--- src/verilog/eirq_pkg.sv ---
// Constants, register map and types for the edge interrupt, DMA and power bank.
//
// Overview of operation
// - Bits 31:24 set microframe gap between pulses.
// - Gap applies to edge mode only.
// - Zero gap issues pulses immediately.
// - Bits 15:0 set pulse length in clocks.
// - Zero pulse count gives sixteen-clock pulse.
// - Default settings give a short pulse.
// - Timing register resets to 0000000Fh.
// - DMA start pointer bits 15:0 drive DMA.
// - DMA pointer is write-only, resets zero.
// - Power register holds wake count and enables.
// - Wake holds count times 10 us, then suspends.
// - 16-bit bus write forces wake count 1400h.
package eirq_pkg;

   // Register byte offsets.
   localparam logic [11:0] OFS_EDGE_IRQ_TIMING  = 12'h340;
   localparam logic [11:0] OFS_DMA_START_PTR    = 12'h344;
   localparam logic [11:0] OFS_POWER_DOWN_CTL   = 12'h354;
   localparam logic [11:0] OFS_IRQ_MODE         = 12'h358;
   localparam logic [11:0] OFS_EVENT_STATUS     = 12'h35C;
   localparam logic [11:0] OFS_EVENT_MASK       = 12'h360;

   // Reset values.
   localparam logic [31:0] RST_EDGE_IRQ_TIMING  = 32'h0000000F;
   localparam logic [31:0] RST_DMA_START_PTR    = 32'h00000000;
   localparam logic [31:0] RST_POWER_DOWN_CTL   = 32'h03E81BA0;
   localparam logic [31:0] RST_IRQ_MODE         = 32'h00000000;

   // Field positions.
   localparam int GAP_MSB        = 31;
   localparam int GAP_LSB        = 24;
   localparam int PULSE_MSB      = 15;
   localparam int PULSE_LSB      = 0;
   localparam int WAKE_MSB       = 31;
   localparam int WAKE_LSB       = 16;
   localparam int BIT_P3_PD      = 12;
   localparam int BIT_P2_PD      = 11;
   localparam int BIT_VBAT_PWR   = 10;
   localparam int BIT_BIAS       = 5;
   localparam int BIT_VREG       = 4;
   localparam int BIT_OC3        = 3;
   localparam int BIT_OC2        = 2;
   localparam int BIT_OC1        = 1;
   localparam int BIT_HC_GATE    = 0;
   localparam int BIT_LEVEL_MODE = 0;
   localparam int BIT_BUS16_MODE = 1;
   localparam int STS_PULSE      = 0;
   localparam int STS_SUSPEND    = 1;
   localparam int STS_WIDTH      = 2;

   // Pulse and wake constants.
   localparam logic [15:0] PULSE_ZERO_LEN = 16'h0010;
   localparam logic [15:0] WAKE_BUS16_VAL = 16'h1400;

   // Timing: figures in their own unit, counts derived from the clock.
   localparam int CLK_PERIOD_NS = 10;
   localparam int MFRAME_NS     = 125000;
   localparam int WAKE_UNIT_NS  = 10000;
   localparam int MFRAME_CYC    = MFRAME_NS / CLK_PERIOD_NS;
   localparam int WAKE_UNIT_CYC = WAKE_UNIT_NS / CLK_PERIOD_NS;

   // Power and pull-down enables driven to the analogue side.
   typedef struct packed {
      logic second_port_pulldown;
      logic third_port_pulldown;
      logic battery_detector_power;
      logic bias_power_enable;
      logic regulator_suspend_enable;
      logic overcurrent1_power;
      logic overcurrent2_power;
      logic overcurrent3_power;
      logic host_clock_gate;
   } eirq_pwr_t;

endpackage : eirq_pkg

--- src/verilog/eirq_regs.sv ---
// APB register bank with edge interrupt shaping, DMA pointer and power control.
//
// Register access over APB was decided locally.
`timescale 1ns/10ps
module eirq_regs #(
   parameter int MFRAME_CYCLES = eirq_pkg::MFRAME_CYC,
   parameter int WAKE_CYCLES   = eirq_pkg::WAKE_UNIT_CYC
) (
   input  wire logic             core_clk,     // 100 MHz clock.
   input  wire logic             sys_rst,      // Synchronous reset.
   input  wire logic             psel,         // APB select.
   input  wire logic             penable,      // APB access phase.
   input  wire logic             pwrite,       // APB direction.
   input  wire logic [11:0]      paddr,        // APB byte address.
   input  wire logic [31:0]      pwdata,       // APB write data.
   input  wire logic [3:0]       pstrb,        // APB byte strobes.
   output logic                  pready,       // APB ready.
   output logic [31:0]           prdata,       // APB read data.
   output logic                  pslverr,      // APB error.
   input  wire logic             irqEvent,     // Interrupt source pulse.
   input  wire logic             wakeEventPin, // Asynchronous wake request.
   output logic                  hostIrq,      // Edge or level interrupt.
   output logic                  intr,         // Masked status interrupt.
   output logic [15:0]           dmaStartAddr, // DMA start pointer.
   output logic                  suspendReq,   // Controller to suspend.
   output eirq_pkg::eirq_pwr_t   powerCtl      // Power enables.
);

   // Both dividers need a period of at least one clock; a shorter period
   // would leave the gap and wake counters without any ticks.
   initial begin
      if (MFRAME_CYCLES < 1) begin
         $error("eirq_regs: MFRAME_CYCLES must be at least one cycle");
      end
      if (WAKE_CYCLES < 1) begin
         $error("eirq_regs: WAKE_CYCLES must be at least one cycle");
      end
   end

   // Registers.
   logic [31:0] timing_q;
   logic [31:0] dmaPtr_q;
   logic [31:0] power_q;
   logic [31:0] mode_q;
   logic [eirq_pkg::STS_WIDTH-1:0] status_q;
   logic [eirq_pkg::STS_WIDTH-1:0] mask_q;

   // Pulse and gap engine.
   logic        pending_q;
   logic [15:0] pulseCnt_q;
   logic [7:0]  gapCnt_q;
   logic        mfTick;
   logic        startPulse;

   // Wake engine.
   logic        wakeMeta_q;
   logic        wakeSync_q;
   logic        wakePrev_q;
   logic        awake_q;
   logic [15:0] wakeCnt_q;
   logic        wakeTick;
   logic        wakeRise;
   logic        wakeExpire;

   // Bus decode.
   logic        access;
   logic        wrEn;
   logic        mapped;
   logic [31:0] byteMask;
   logic [31:0] rdValue;
   logic [eirq_pkg::STS_WIDTH-1:0] stsSet;

   wire logic levelMode = mode_q[eirq_pkg::BIT_LEVEL_MODE];
   wire logic bus16Mode = mode_q[eirq_pkg::BIT_BUS16_MODE];
   wire logic [7:0]  gapField =
      timing_q[eirq_pkg::GAP_MSB:eirq_pkg::GAP_LSB];
   wire logic [15:0] pulseField =
      timing_q[eirq_pkg::PULSE_MSB:eirq_pkg::PULSE_LSB];
   wire logic [15:0] wakeField =
      power_q[eirq_pkg::WAKE_MSB:eirq_pkg::WAKE_LSB];
   wire logic hcGate = power_q[eirq_pkg::BIT_HC_GATE];

   // The answer comes one cycle into the access phase, so prdata and
   // pready can both leave flip-flops.
   assign access = psel && penable && !pready;
   assign wrEn   = psel && penable && pready && pwrite;

   // Byte lanes let software update one field without touching the rest.
   always_comb begin
      byteMask = {{8{pstrb[3]}}, {8{pstrb[2]}},
                  {8{pstrb[1]}}, {8{pstrb[0]}}};
   end

   always_comb begin
      mapped  = 1'b1;
      rdValue = 32'h00000000;
      case (paddr)
         eirq_pkg::OFS_EDGE_IRQ_TIMING: begin
            rdValue = timing_q;
         end
         eirq_pkg::OFS_DMA_START_PTR: begin
            rdValue = 32'h00000000;
         end
         eirq_pkg::OFS_POWER_DOWN_CTL: begin
            rdValue = power_q;
         end
         eirq_pkg::OFS_IRQ_MODE: begin
            rdValue = mode_q;
         end
         eirq_pkg::OFS_EVENT_STATUS: begin
            rdValue = {30'h00000000, status_q};
         end
         eirq_pkg::OFS_EVENT_MASK: begin
            rdValue = {30'h00000000, mask_q};
         end
         default: begin
            mapped = 1'b0;
         end
      endcase
   end

   always_ff @(posedge core_clk) begin
      if (sys_rst) begin
         pready  <= 1'b0;
         pslverr <= 1'b0;
         prdata  <= 32'h00000000;
      end else begin
         pready  <= access;
         pslverr <= access && !mapped;
         prdata  <= (access && !pwrite) ? rdValue : 32'h00000000;
      end
   end

   // Reserved bits are stored as written; software keeps them at reset
   // value, so no masking is done here.
   always_ff @(posedge core_clk) begin
      if (sys_rst) begin
         timing_q <= eirq_pkg::RST_EDGE_IRQ_TIMING;
      end else if (wrEn && paddr == eirq_pkg::OFS_EDGE_IRQ_TIMING) begin
         timing_q <= (timing_q & ~byteMask) | (pwdata & byteMask);
      end
   end

   always_ff @(posedge core_clk) begin
      if (sys_rst) begin
         dmaPtr_q <= eirq_pkg::RST_DMA_START_PTR;
      end else if (wrEn && paddr == eirq_pkg::OFS_DMA_START_PTR) begin
         dmaPtr_q <= (dmaPtr_q & ~byteMask) | (pwdata & byteMask);
      end
   end

   always_ff @(posedge core_clk) begin
      if (sys_rst) begin
         power_q <= eirq_pkg::RST_POWER_DOWN_CTL;
      end else if (wrEn && paddr == eirq_pkg::OFS_POWER_DOWN_CTL) begin
         power_q <= (power_q & ~byteMask) | (pwdata & byteMask);
         // In 16-bit bus mode a write that reaches the upper half pins the
         // wake count, whatever value it carries.
         if (bus16Mode && (pstrb[3] || pstrb[2])) begin
            power_q[eirq_pkg::WAKE_MSB:eirq_pkg::WAKE_LSB] <=
               eirq_pkg::WAKE_BUS16_VAL;
         end
      end
   end

   always_ff @(posedge core_clk) begin
      if (sys_rst) begin
         mode_q <= eirq_pkg::RST_IRQ_MODE;
      end else if (wrEn && paddr == eirq_pkg::OFS_IRQ_MODE) begin
         mode_q <= (mode_q & ~byteMask) | (pwdata & byteMask);
      end
   end

   // Only byte lane 0 carries status and mask bits.
   always_ff @(posedge core_clk) begin
      if (sys_rst) begin
         mask_q <= '0;
      end else if (wrEn && paddr == eirq_pkg::OFS_EVENT_MASK && pstrb[0]) begin
         mask_q <= pwdata[eirq_pkg::STS_WIDTH-1:0];
      end
   end

   // A new event in the clearing cycle survives: set beats clear.
   always_comb begin
      stsSet = '0;
      stsSet[eirq_pkg::STS_PULSE]   = startPulse;
      stsSet[eirq_pkg::STS_SUSPEND] = wakeExpire;
   end

   always_ff @(posedge core_clk) begin
      if (sys_rst) begin
         status_q <= '0;
      end else if (wrEn && paddr == eirq_pkg::OFS_EVENT_STATUS
                   && pstrb[0]) begin
         status_q <= (status_q & ~pwdata[eirq_pkg::STS_WIDTH-1:0]) | stsSet;
      end else begin
         status_q <= status_q | stsSet;
      end
   end

   always_ff @(posedge core_clk) begin
      if (sys_rst) begin
         intr <= 1'b0;
      end else begin
         intr <= |((status_q | stsSet) & mask_q);
      end
   end

   // Microframe ticks restart with every pulse so the gap is measured
   // from the pulse start, not from an arbitrary divider phase.
   eirq_tick #(
      .DIV      (MFRAME_CYCLES)
   ) u_mframe_tick (
      .core_clk (core_clk),
      .sys_rst  (sys_rst),
      .restart  (startPulse),
      .tick     (mfTick)
   );

   // A pulse may start when one is pending, none is running and the gap
   // has run out. Level mode bypasses the gap altogether.
   assign startPulse = !levelMode && pending_q && pulseCnt_q == 16'h0000
                       && gapCnt_q == 8'h00;

   always_ff @(posedge core_clk) begin
      if (sys_rst || levelMode) begin
         pending_q <= 1'b0;
      end else if (irqEvent) begin
         pending_q <= 1'b1;
      end else if (startPulse) begin
         pending_q <= 1'b0;
      end
   end

   // A zero pulse field stands for the fixed sixteen-clock pulse.
   always_ff @(posedge core_clk) begin
      if (sys_rst) begin
         pulseCnt_q <= 16'h0000;
      end else if (startPulse) begin
         pulseCnt_q <= (pulseField == 16'h0000) ?
                       eirq_pkg::PULSE_ZERO_LEN : pulseField;
      end else if (pulseCnt_q != 16'h0000) begin
         pulseCnt_q <= pulseCnt_q - 16'h0001;
      end
   end

   // The gap counts whole microframe ticks; a zero field leaves it idle.
   always_ff @(posedge core_clk) begin
      if (sys_rst) begin
         gapCnt_q <= 8'h00;
      end else if (startPulse) begin
         gapCnt_q <= gapField;
      end else if (mfTick && gapCnt_q != 8'h00) begin
         gapCnt_q <= gapCnt_q - 8'h01;
      end
   end

   // Level mode raises the line on an event and holds it until software
   // writes 1 to status bit 0; edge mode shows the counted pulse.
   always_ff @(posedge core_clk) begin
      if (sys_rst) begin
         hostIrq <= 1'b0;
      end else if (levelMode) begin
         hostIrq <= irqEvent || hostIrq &&
                    !(wrEn && paddr == eirq_pkg::OFS_EVENT_STATUS
                      && pstrb[0]
                      && pwdata[eirq_pkg::STS_PULSE]);
      end else begin
         hostIrq <= startPulse || pulseCnt_q > 16'h0001;
      end
   end

   // Wake requests arrive from another domain and pass two flops first.
   always_ff @(posedge core_clk) begin
      if (sys_rst) begin
         wakeMeta_q <= 1'b0;
         wakeSync_q <= 1'b0;
         wakePrev_q <= 1'b0;
      end else begin
         wakeMeta_q <= wakeEventPin;
         wakeSync_q <= wakeMeta_q;
         wakePrev_q <= wakeSync_q;
      end
   end

   assign wakeRise = wakeSync_q && !wakePrev_q;

   eirq_tick #(
      .DIV      (WAKE_CYCLES)
   ) u_wake_tick (
      .core_clk (core_clk),
      .sys_rst  (sys_rst),
      .restart  (wakeRise),
      .tick     (wakeTick)
   );

   assign wakeExpire = awake_q && !hcGate && wakeTick
                       && wakeCnt_q == 16'h0001;

   // A zero count never wakes; setting the host clock gate restores
   // normal operation and cancels the timeout.
   always_ff @(posedge core_clk) begin
      if (sys_rst) begin
         awake_q   <= 1'b0;
         wakeCnt_q <= 16'h0000;
      end else if (hcGate) begin
         awake_q   <= 1'b0;
         wakeCnt_q <= 16'h0000;
      end else if (wakeRise && wakeField != 16'h0000) begin
         awake_q   <= 1'b1;
         wakeCnt_q <= wakeField;
      end else if (awake_q && wakeTick) begin
         wakeCnt_q <= wakeCnt_q - 16'h0001;
         awake_q   <= wakeCnt_q != 16'h0001;
      end
   end

   // The divider restarts on the wake edge, so its ticks trail by a clock.
   // Taking the expiry ahead of the awake flag wins that clock back and
   // keeps the awake window within one clock of the programmed count.
   always_ff @(posedge core_clk) begin
      if (sys_rst) begin
         suspendReq <= 1'b0;
      end else begin
         suspendReq <= !hcGate && !wakeRise
                       && (!awake_q || wakeExpire);
      end
   end

   always_ff @(posedge core_clk) begin
      // Outputs leave flip-flops, one clock behind the registers feeding them.
      if (sys_rst) begin
         dmaStartAddr <= 16'h0000;
         powerCtl     <= '0;
      end else begin
         dmaStartAddr <= dmaPtr_q[15:0];
         powerCtl.second_port_pulldown   <= power_q[eirq_pkg::BIT_P2_PD];
         powerCtl.third_port_pulldown    <= power_q[eirq_pkg::BIT_P3_PD];
         powerCtl.battery_detector_power <= power_q[eirq_pkg::BIT_VBAT_PWR];
         powerCtl.bias_power_enable      <= power_q[eirq_pkg::BIT_BIAS];
         powerCtl.regulator_suspend_enable <= power_q[eirq_pkg::BIT_VREG];
         powerCtl.overcurrent1_power     <= power_q[eirq_pkg::BIT_OC1];
         powerCtl.overcurrent2_power     <= power_q[eirq_pkg::BIT_OC2];
         powerCtl.overcurrent3_power     <= power_q[eirq_pkg::BIT_OC3];
         powerCtl.host_clock_gate        <= hcGate;
      end
   end

endmodule : eirq_regs

--- src/verilog/eirq_tick.sv ---
// Free-running divider that emits a one-cycle tick every DIV clocks.
`timescale 1ns/10ps
module eirq_tick #(
   parameter int DIV = 1000
) (
   input  wire logic core_clk,   // Block clock.
   input  wire logic sys_rst,    // Synchronous reset, active high.
   input  wire logic restart,    // Realigns the divider phase.
   output logic      tick        // One-cycle pulse per period.
);

   localparam int CW = (DIV > 1) ? $clog2(DIV) : 1;

   logic [CW-1:0] cnt_q;

   initial begin
      if (DIV < 1) begin
         $error("eirq_tick: DIV must be at least one");
      end
   end

   always_ff @(posedge core_clk) begin
      if (sys_rst || restart) begin
         cnt_q <= '0;
         tick  <= 1'b0;
      end else if (cnt_q == CW'(DIV - 1)) begin
         cnt_q <= '0;
         tick  <= 1'b1;
      end else begin
         cnt_q <= cnt_q + CW'(1);
         tick  <= 1'b0;
      end
   end

endmodule : eirq_tick
--- config.mk ---
export PLATFORM = sky130hd
export DESIGN_NAME = eirq_regs
export DESIGN_NICKNAME = d
export VERILOG_FILES = /design/src/verilog/eirq_pkg.sv /design/src/verilog/eirq_regs.sv /design/src/verilog/eirq_tick.sv
export SDC_FILE = /design/constraint.sdc
export NUM_CORES = 1
export LEC_CHECK = 0
export ABC_AREA = 1
export BUFFER_PORTS_ARGS = -buffer_cell sky130_fd_sc_hd__buf_4
export CAP_MARGIN = 20
export CORE_MARGIN = 1
export CORE_UTILIZATION = 40
export CTS_CLUSTER_DIAMETER = 80
export CTS_CLUSTER_SIZE = 8
export DETAILED_ROUTE_END_ITERATION = 10
export GPL_TIMING_DRIVEN = 0
export PLACE_DENSITY = 0.65
export REMOVE_ABC_BUFFERS = 1
export SLEW_MARGIN = 30
export SYNTH_ARGS = -nofsm -noshare
export SYNTH_HDL_FRONTEND = slang
export SYNTH_SLANG_ARGS = --single-unit
--- constraint.sdc ---
create_clock -name core_clk -period 2 [get_ports core_clk]
set_clock_uncertainty 0.15 [all_clocks]
set_input_delay 0.3 -clock core_clk [delete_from_list [all_inputs] [get_ports core_clk]]
set_output_delay 0.3 -clock core_clk [all_outputs]
set_load 0.02 [all_outputs]
# == Word level (Yosys, flattened, before mapping) ==
# Index checks and enable logic that the tools add are counted.
# word_totals
regBits,265
input_bits,55
output_inout_bits,62
wordCells,145
# classes
n_addsub,5
n_lt_le_gt_ge,1
n_eq_ne,10
mux,18
bitwise_logic,16
n_reduce_logical,61
# ops
op,count
bitwise AND 32 bit,5
one-hot mux 32 bit (5 select lines),1
bitwise OR 32 bit,4
two-way mux 16 bit,6
"equality test 12 x 10 -> 1 bit, second input constant",6
logical NOT 16 bit,2
NOT 32 bit,1
nonzero test 16 bit,2
"subtractor 16 x 1 -> 16 bit, second input constant",2
logical AND 1 bit,29
"equality test 16 x 1 -> 1 bit, second input constant",1
"greater-than comparator 16 x 1 -> 1 bit, second input constant",1
two-way mux 8 bit,2
"inequality test 16 x 1 -> 1 bit, second input constant",1
"adder 14 x 1 -> 14 bit, second input constant",1
"equality test 14 bit, second input constant",1
"adder 10 x 1 -> 10 bit, second input constant",1
"equality test 10 bit, second input constant",1
OR reduction 2 bit,5
logical NOT 1 bit,9
logical NOT 8 bit,1
two-way mux 1 bit,8
nonzero test 2 bit,4
nonzero test 8 bit,1
other kinds (8),16

# == Logic depth before layout (Yosys ltp) ==
# Gate-level depths: netlist of run 1.
# logic_depth
ltp_word,10
mapped_depth,11
mapped_depth_nobuf,11

# == Cells and area by module ==
# A second synthesis of run 1 with hierarchy kept.
# hier_totals
hier_cells,1647
area_unflattened_um2,11262.1
# by_module_without_submodules
mod,instances,cells_each,area_per_inst_um2,seq_area_each_um2
eirq_regs,1,1458,9939.5,4464.3
eirq_tick (u_mframe_tick),1,121,820.8,300.3
eirq_tick (u_wake_tick),1,68,501.7,220.2

# == Worst setup path before layout of run 1 ==
# Ideal clock, no wire load.
# synth_path
path_type,in2reg
start,input port paddr[1]
end,register (tool-made name)
setup_ns,0.116
arrival_ns,1.571
required_ns,1.734
setup_slack_ns,0.163
path_stages,7
n_path_buf,1
cell_sequence,nor2_2 -> nand3_1 -> nor3_4 -> nand3_1 -> buf_2 -> o21ai_0 -> nor2_1
# synth_lines
element,line,text
from (decl),eirq_regs.sv:14,"input wire logic [11:0] paddr,"

==> results of run 1 <==
==> how the worst max path moves through the flow <==
stage	end	slack (ns)	depth (start not counted)
6_report	flop	0.06	7
5_1_grt	flop	-0.04	7
4_1_cts	gapCnt_q[1]	-0.0007	11
3_5_place_dp	flop	-1.13	9
3_3_place_gp	prdata[0]	-4.26	8
2_1_floorplan	flop	-1.44	6
==> logic make-up (layout without fill, tap and decap cells) <==
kind of cell,count (synthesis),count (layout),share of synthesized area
AO/OA/AOI/OAI,226,226,0.106
XOR/XNOR,21,21,0.0167
flip-flops,249,249,0.454
buffers and inverters,252,421,0.0870
AND/OR/NAND/NOR,835,836,0.321
adder cells (fa/ha/maj),8,8,0.00911
multiplexers,6,6,0.00615
==> final cells by class <==
class | count | area [um^2]
Inverter | 186 | 712
Clock inverter | 2 | 17.5
Clock buffer | 40 | 980
Timing Repair inverter | 2 | 15.0
Sequential cell | 249 | 4990
Fill cell | 2638 | 12900
Timing Repair Buffer | 191 | 1650
Tap cell | 341 | 427
Multi-Input combinational cell | 1097 | 5300
==> cell usage in the layout, fill, tap and decap left out, drive strengths merged, types with 3 or more instances in the layout <==
cell type	count
nand2	331
nor2	265
dfxtp	249
nand3	189
inv	184
buf	152
a21oi	130
o21ai	81
clkbuf	41
dlygate4sd3	38
nor3	17
nand4	16
xor2	13
o211ai	11
xnor2	8
ha	8
or2	7
mux2	6
nor4	4
nand3b	3
and3	3
clkinvlp	3
clkinv	3
==> stage by stage <==
stage	setup TNS [ns]	setup WS, ns	cells
floorplan	-89.98	-1.44	1531
global placement	-427.40	-4.26	1988
detailed placement	-117.22	-1.13	1997
CTS	-0.000709	-0.000709	2093
global route	-0.119	-0.0398	2108
finish	0	0.0551	2108
==> routing by layer <==
layer | vias up | wire length (um) | global-route usage
li1 | 5431 | - | -
met1 | 4967 | 14800 | 0.305
met2 | 369 | 14500 | 0.366
met3 | 67 | 2190 | 0.0347
met4 | 0 | 884 | 0.0794
met5 | - | 0 | 0
==> tightest hold or removal path: stages <==
cell and delay, ns:
buf_4 0.17, nand3_1 0.09, a21oi_1 0.06
==> where the power goes <==
part	leakage [nW]	switching, mW	internal [mW]	total [mW]
clock network	0.490	2.09	3.41	5.50
logic	3.63	1.11	0.714	1.83
registers	2.01	0.129	5.13	5.26
total	6.13	3.33	9.26	12.6
==> what timing repair did <==
action / 4_1_cts / 5_1_grt
buffers inserted: 15 / 12
gates resized for setup: 31 / 33
pin swaps: 7 / 10
hold buffers: 38 / 0
gates cloned: 1 / 3
setup endpoints to repair: 186 / 134
hold endpoints to repair: 92 / 0
==> results.ini, run 1 <==
[clock_tree]
clk_path_buf_depth=3
cts_tree=built
cts_root_buffer=clkbuf_16
insertion_delay_ns=0.50
cts_buffers=37
h-tree-depth=2
clk_pin_slew_ns=0.05
clock-sinks=249

[place]
placed_cell_area_um2=12200
hpwl_um=21100
place_congestion=0.931
port_buffers=116

[timing]
period_minus_slack_ns=1.94
worstMarginPinSlew_ns=0.821
final_hold_viol_count=0
setup_viol=0
finalCritPeriodShare=0.972
slew_viol_final=0
slew_headroom=0.453
rsz0062_at_grt=true
whs_ns=0.0258
max_freq_mhz=514

[finish]
layout.nets=1827
utilization=0.523
antenna_cells=0
layout-drive-gt1-share=0.149
final_cell_area_um2=14100
syn2layout_area_growth_pct=28.2

[min_path]
hp-start=pstrb[1]
holdPathStages=3
hp-class=input port to flop

[worst_setup_path]
cp.arrival_ns=2.24
worst-setup-path-type=flop to flop
reg2reg_depth=7
rr_startpoint=pready
critPathRequiredTime_ns=2.29
reg2reg_slack_ns=0.06
startpoint=pready
cp_max_fo=6
crit_family=buffers and inverters
cpMostUsedCell=nand3_1
cp-end-kind=flop
cp-start-kind=flop
crit_buf_inv=3
slowest_stage=dlygate4sd3_1
critPathMaxStageDelay_ns=0.58
crit_chain=nand4_1 -> buf_6 -> nor2_4 -> clkbuf_16 -> nand3_1 -> dlygate4sd3_1 -> nand3_1

[routing]
vias=10800
wl_per_cell_um=15.4
remaining_drc_errors=0
ant_nets=0
totalWireLength_um=32400
drt-initial-drc-count=824
first_pass_iters=5
vias_per_cell=5.14

[power]
power_density_nw_per_um2=894
power.total_mw=12.6
vdd_drop_max_v=0.000560
power_leakage_nw=6.13

[yosys]
synthCells=1597
yosysSeqAreaShare=0.454
synth_edf_count=0
yosysMostFrequentCell=nand2_1
synth_cell_types=34
synthTopCellsByCount=nand2_1, nor2_1, dfxtp_1, nand3_1, inv_1
synthFlopType=dfxtp_1
synth_top_area_frac=0.454
ys_ff_latch=249
avgSynthCellArea_um2=6.88
async_flop_share=0
synth_area_leader_cell=dfxtp_1
synthTopCellsByArea=dfxtp_1, nand2_1, nor2_1
syn_area_um2=11000
ys_warn_count=0

[die]
die_w_um=168
dieArea_um2=28100
ioPinCount=117
start_util=0.408
rows=60
die_h_um=168
coreArea_um2=27000

[global_route]
grt_pass1_vias=10200
grt_usage=0.226
grt_max_degree=85
grt_antenna_before_repair=0
overflow=0
grt_pass1_wl_um=51500

[status]
status=complete, no violations

[run]
maxCapViolations=0

No activity file was read; power rests on OpenSTA's default activity.
==> run 2, diff against run 1 <==
--- a/config.mk
+++ b/config.mk
@@ -14,9 +14,9 @@
 export CTS_CLUSTER_SIZE = 8
 export DETAILED_ROUTE_END_ITERATION = 10
 export GPL_TIMING_DRIVEN = 0
-export PLACE_DENSITY = 0.65
 export REMOVE_ABC_BUFFERS = 1
 export SLEW_MARGIN = 30
 export SYNTH_ARGS = -nofsm -noshare
 export SYNTH_HDL_FRONTEND = slang
+export SYNTH_HIERARCHICAL = 1
 export SYNTH_SLANG_ARGS = --single-unit
==> results.ini, run 2 <==
[status]
status=complete, no violations

[worst_setup_path]
cp-start-kind=input port
critPathMaxStageDelay_ns=0.42
rr_endpoint=u_mframe_tick/cnt_q[6]
cp-end-kind=flop
rr_startpoint=gapCnt_q[0]
slowest_stage=clkinvlp_4
cp_max_fo=24
reg2reg_depth=9
reg2reg_slack_ns=0.11
critPathRequiredTime_ns=2.27
cp.arrival_ns=2.17
crit_chain=buf_4 -> nor2_2 -> nand2_2 -> nor3_4 -> nand3_4 -> clkinvlp_4 -> nand2_1 -> a21oi_1
worst-setup-path-type=input port to flop

[finish]
mostFrequentLayoutCell=nand2_1
antenna_cells=0
fillers=2775
layout.nets=1879
stdcell_count=2196
layout-drive-gt1-share=0.147
mostFrequentLayoutCells=nand2_1, nor2_1, dfxtp_1
final_cell_area_um2=14200
syn2layout_area_growth_pct=25.7

[power]
power_density_nw_per_um2=904
vdd_drop_max_v=0.000626
power_leakage_nw=6.10

[yosys]
yosysSeqAreaShare=0.443
ys_ff_latch=249
syn_area_um2=11300
synthFlopType=dfxtp_1
async_flop_share=0
synth_cell_types=39
synth_area_leader_cell=dfxtp_1
synthTopCellsByArea=dfxtp_1, nand2_1, nor2_1
avgSynthCellArea_um2=6.84
ys_warn_count=6
yosysMostFrequentCell=nand2_1
synthCells=1647
synth_top_area_frac=0.443
synthTopCellsByCount=nand2_1, nor2_1, dfxtp_1, inv_1, nand3_1
synth_edf_count=0

[global_route]
grtUsageMet3=0.0368
grt_pass1_wl_um=50300
grt_max_degree=86
grt_usage=0.218
overflow=0
gr-usage-met1=0.274
grt_pass1_vias=10200
busiest_layer=met2
grt_antenna_before_repair=0
grt.met2_usage=0.377

[die]
ioPinCount=117
start_util=0.406
die_w_um=170
coreArea_um2=27700
rows=61
dieArea_um2=28800
die_h_um=170

[place]
port_buffers=116
place_congestion=0.882
pre_cts_ws_ns=-1.35
placed_cell_area_um2=12500
hpwl_um=20800
placedCellCount=2093

[routing]
vias=10700
remaining_drc_errors=0
wl_per_cell_um=14.4
first_pass_iters=5
drt-initial-drc-count=793
ant_nets=0
vias_per_cell=4.88
totalWireLength_um=31600

[clock_tree]
h-tree-depth=2
clock-sinks=249
cts_buffers=37
clk_pin_slew_ns=0.05
insertion_delay_ns=0.51
cts_tree=built
cts_root_buffer=clkbuf_16
clk_path_buf_depth=3

[timing]
setup_viol=0
fin_ws_ns=0.0935
worstMarginPinSlew_ns=0.846
rsz0062_at_grt=false
final_hold_viol_count=0
period_minus_slack_ns=1.91
slew_viol_final=0
fin_setup_tns_ns=0
slew_headroom=0.436
finalCritPeriodShare=0.953
max_freq_mhz=525

[min_path]
hp-class=input port to flop
hp-start=paddr[5]
holdPathStages=4

[run]
maxCapViolations=0

-- run 2: cell count changes in the layout (fill, tap and decap cells not counted), sizes merged, moves of 6 or more --
cell / before / now
a21oi: 130 / 101
buf: 152 / 144
inv: 184 / 200
mux2: 6 / 0
nand2: 331 / 407
nand3: 189 / 115
nor2: 265 / 353
o21ai: 81 / 63
o22ai: 0 / 22
-- run 2: final cells by class --
cell class / count / area (um^2) / area share
clock inverters: 3 / 26.3 / 0.00186
inverters: 205 / 791 / 0.0559
repair buffers: 178 / 1530 / 0.108
flip-flops and latches: 249 / 4980 / 0.352
well taps: 378 / 473 / 0.0334
repair inverters: 3 / 22.5 / 0.00159
clock buffers: 38 / 930 / 0.0657
multi-input cells: 1142 / 5400 / 0.381
-- run 2: power by group --
part / switching [mW] / leakage [nW] / internal [mW]
sequential: 0.158 / 2.01 / 5.16
clock: 2.12 / 0.470 / 3.26
combinational: 1.30 / 3.62 / 0.790
-- run 2: logic make-up (layout without fill, tap and decap cells) --
| group | after synthesis | count (layout) | synth area share |
|---|---|---|---|
| AOI/OAI and AO/OA | 202 | 202 | 0.0977 |
| xor gates and xnor gates | 18 | 18 | 0.0140 |
| adders and majority gates | 8 | 8 | 0.00889 |
| buffers and inverters | 258 | 427 | 0.0920 |
| DFF | 249 | 249 | 0.443 |
| and+or+nand+nor | 912 | 914 | 0.345 |
-- run 2: critical path, delay by kind of cell --
kind                   cells  cell delay [ns]
AO/OA/AOI/OAI              1             0.20
buffers and inverters      2             0.53
AND/OR/NAND/NOR            5             1.12
-- run 2: worst max path at each step --
stage,from,to,cells past startpoint
after floorplan,sys_rst,pulseCnt_q[11],3
after global placement,sys_rst,pulseCnt_q[15],4
after detailed placement,paddr[1],prdata[28],10
after CTS,paddr[1],prdata[3],10
after global routing,paddr[7],prdata[1],8
final,paddr[7],prdata[0],8
-- run 2: per-stage QoR --
stage	util	hold slack (ns)	total power [mW]
floorplan	-	0.219	6.82
global placement	0.445	0.249	7.32
detailed placement	0.450	0.253	7.37
CTS	0.504	0.0359	12.9
global route	0.511	0.0699	13.4
finish	0.511	0.0552	12.8
-- run 2: layer usage --
metal  part of all wire  wire length [um]
met4              0.020               646
met2               0.48             15200
met5                  0                 0
met1               0.45             14300
met3              0.045              1410
-- run 2: timing repair --
action                                  in CTS  in global routing
hold buffers                                34                  0
gates cloned                                 2                  3
setup buffers                               11                 12
endpoints found under the setup margin     153                114
resized for setup                           22                 16
hold endpoints to repair                    96                  0
pin swaps                                    4                  6
==> run 3, diff against run 2 <==
--- a/config.mk
+++ b/config.mk
@@ -6,13 +6,13 @@
 export NUM_CORES = 1
 export LEC_CHECK = 0
 export ABC_AREA = 1
-export BUFFER_PORTS_ARGS = -buffer_cell sky130_fd_sc_hd__buf_4
 export CAP_MARGIN = 20
 export CORE_MARGIN = 1
 export CORE_UTILIZATION = 40
 export CTS_CLUSTER_DIAMETER = 80
 export CTS_CLUSTER_SIZE = 8
 export DETAILED_ROUTE_END_ITERATION = 10
+export DONT_BUFFER_PORTS = 1
 export GPL_TIMING_DRIVEN = 0
 export REMOVE_ABC_BUFFERS = 1
 export SLEW_MARGIN = 30
==> results.ini, run 3 (synthesis results as in run 2) <==
[die]
die_h_um=170
ioPinCount=117
dieArea_um2=28800
start_util=0.406
die_w_um=170
coreArea_um2=27700
rows=61

[clock_tree]
clk_pin_slew_ns=0.05
clock-sinks=249
clk_path_buf_depth=3
cts_root_buffer=clkbuf_16
h-tree-depth=2
insertion_delay_ns=0.52
cts_buffers=37
cts_tree=built

[finish]
final_cell_area_um2=13700
mostFrequentLayoutCells=nand2_1, nor2_1, dfxtp_1
mostFrequentLayoutCell=nand2_1
antenna_cells=0
fillers=2753
utilization=0.495
stdcell_count=2123
layout-drive-gt1-share=0.0911
syn2layout_area_growth_pct=21.7
layout.nets=1805

[worst_setup_path]
crit_buf_inv=2
crit_family=simple AND/OR/NAND/NOR gates
crit_chain=nand2_1 -> nor2_4 -> buf_4 -> nand2_4 -> nor2_4 -> buf_4 -> nand2_1 -> a21oi_1
cp_max_fo=14
cp.arrival_ns=2.20
slowest_stage=dfxtp_2
worst-setup-path-type=flop to flop
critPathRequiredTime_ns=2.30
cp-end-kind=flop
cp-start-kind=flop
critPathMaxStageDelay_ns=0.40

[routing]
ant_nets=0
drt-initial-drc-count=658
totalWireLength_um=32700
wl_met3_um=1470
wl_per_cell_um=15.4
remaining_drc_errors=0
wirelength_met1_um=14500
highest_layer=met4
vias=10400
first_pass_iters=5
vias_per_cell=4.92
wl_met2_um=15800

[timing]
setup_viol=0
slew_headroom=0.428
max_freq_mhz=525
slew_viol_final=0
worstMarginPinSlew_ns=0.857
whs_ns=0.0344
fin_ws_ns=0.0969
finalCritPeriodShare=0.952
period_minus_slack_ns=1.90
final_hold_viol_count=0
fin_setup_tns_ns=0

[place]
placedCellCount=1976
hpwl_um=20600
place_congestion=0.916
port_buffers=0
placed_cell_area_um2=11600
pre_cts_ws_ns=-1.18

[status]
status=complete, no violations

[power]
power_leakage_nw=5.77
power_density_nw_per_um2=938
vdd_drop_max_v=0.000645
power.total_mw=12.9

[global_route]
grt_pass1_wl_um=50900
overflow=0
grt_usage=0.223
grt_pass1_vias=9911
grt_max_degree=74
grt_antenna_before_repair=0

[run]
maxCapViolations=0

[min_path]
hp-class=input port to flop

==> run 3: cell count changes in the layout (fill, tap and decap cells not counted), moves of 2 or more <==
| cell | delta |
|---|---|
| buf_6 | +2 |
| nand3_4 | -2 |
| buf_8 | -2 |
| inv_6 | -2 |
| buf_12 | -3 |
| dlygate4sd3_1 | +38 |
| nor2_2 | +2 |
| buf_4 | -110 |
| nand3_2 | +2 |
| nor2_1 | -2 |
==> run 3: area by class of cell <==
cell class,instances,area (um^2),share of cell area
Sequential cell,249,4990,0.364
Tap cell,378,473,0.0345
Clock inverter,3,45.0,0.00329
Clock buffer,39,955,0.0697
Multi-Input combinational cell,1142,5390,0.393
Inverter,205,791,0.0577
Timing Repair inverter,3,22.5,0.00164
Timing Repair Buffer,104,1040,0.0760
==> run 3: final timing paths <==
path | from | end | slack [ns] | cells past startpoint
worst max-delay path | pready | flop | 0.1 | 8
worst min register to register | flop | flop | 0.31 | 2
worst min-delay path | sys_rst | hostIrq | 0.03 | 2
worst max register to register | pready | flop | 0.1 | 8
==> run 3: per-layer routing <==
metal / up-vias / GRT usage
li1: 5335 / -
met1: 4774 / 0.274
met2: 259 / 0.391
met3: 69 / 0.0357
met4: 0 / 0.0834
met5: - / 0
==> run 3: what timing repair did <==
item | CTS | global route
cloned | 2 | 3
gates resized for setup | 23 | 16
pin swaps | 7 | 4
hold buffers | 73 | 0
hold endpoints to repair | 183 | 0
endpoints found under the setup margin | 151 | 125
buffers inserted | 20 | 7
==> run 3: power breakdown <==
group	internal (mW)	switching, mW	total, mW
combinational	0.715	1.26	1.98
sequential	5.17	0.177	5.34
clock	3.36	2.17	5.54
total	9.24	3.61	12.9
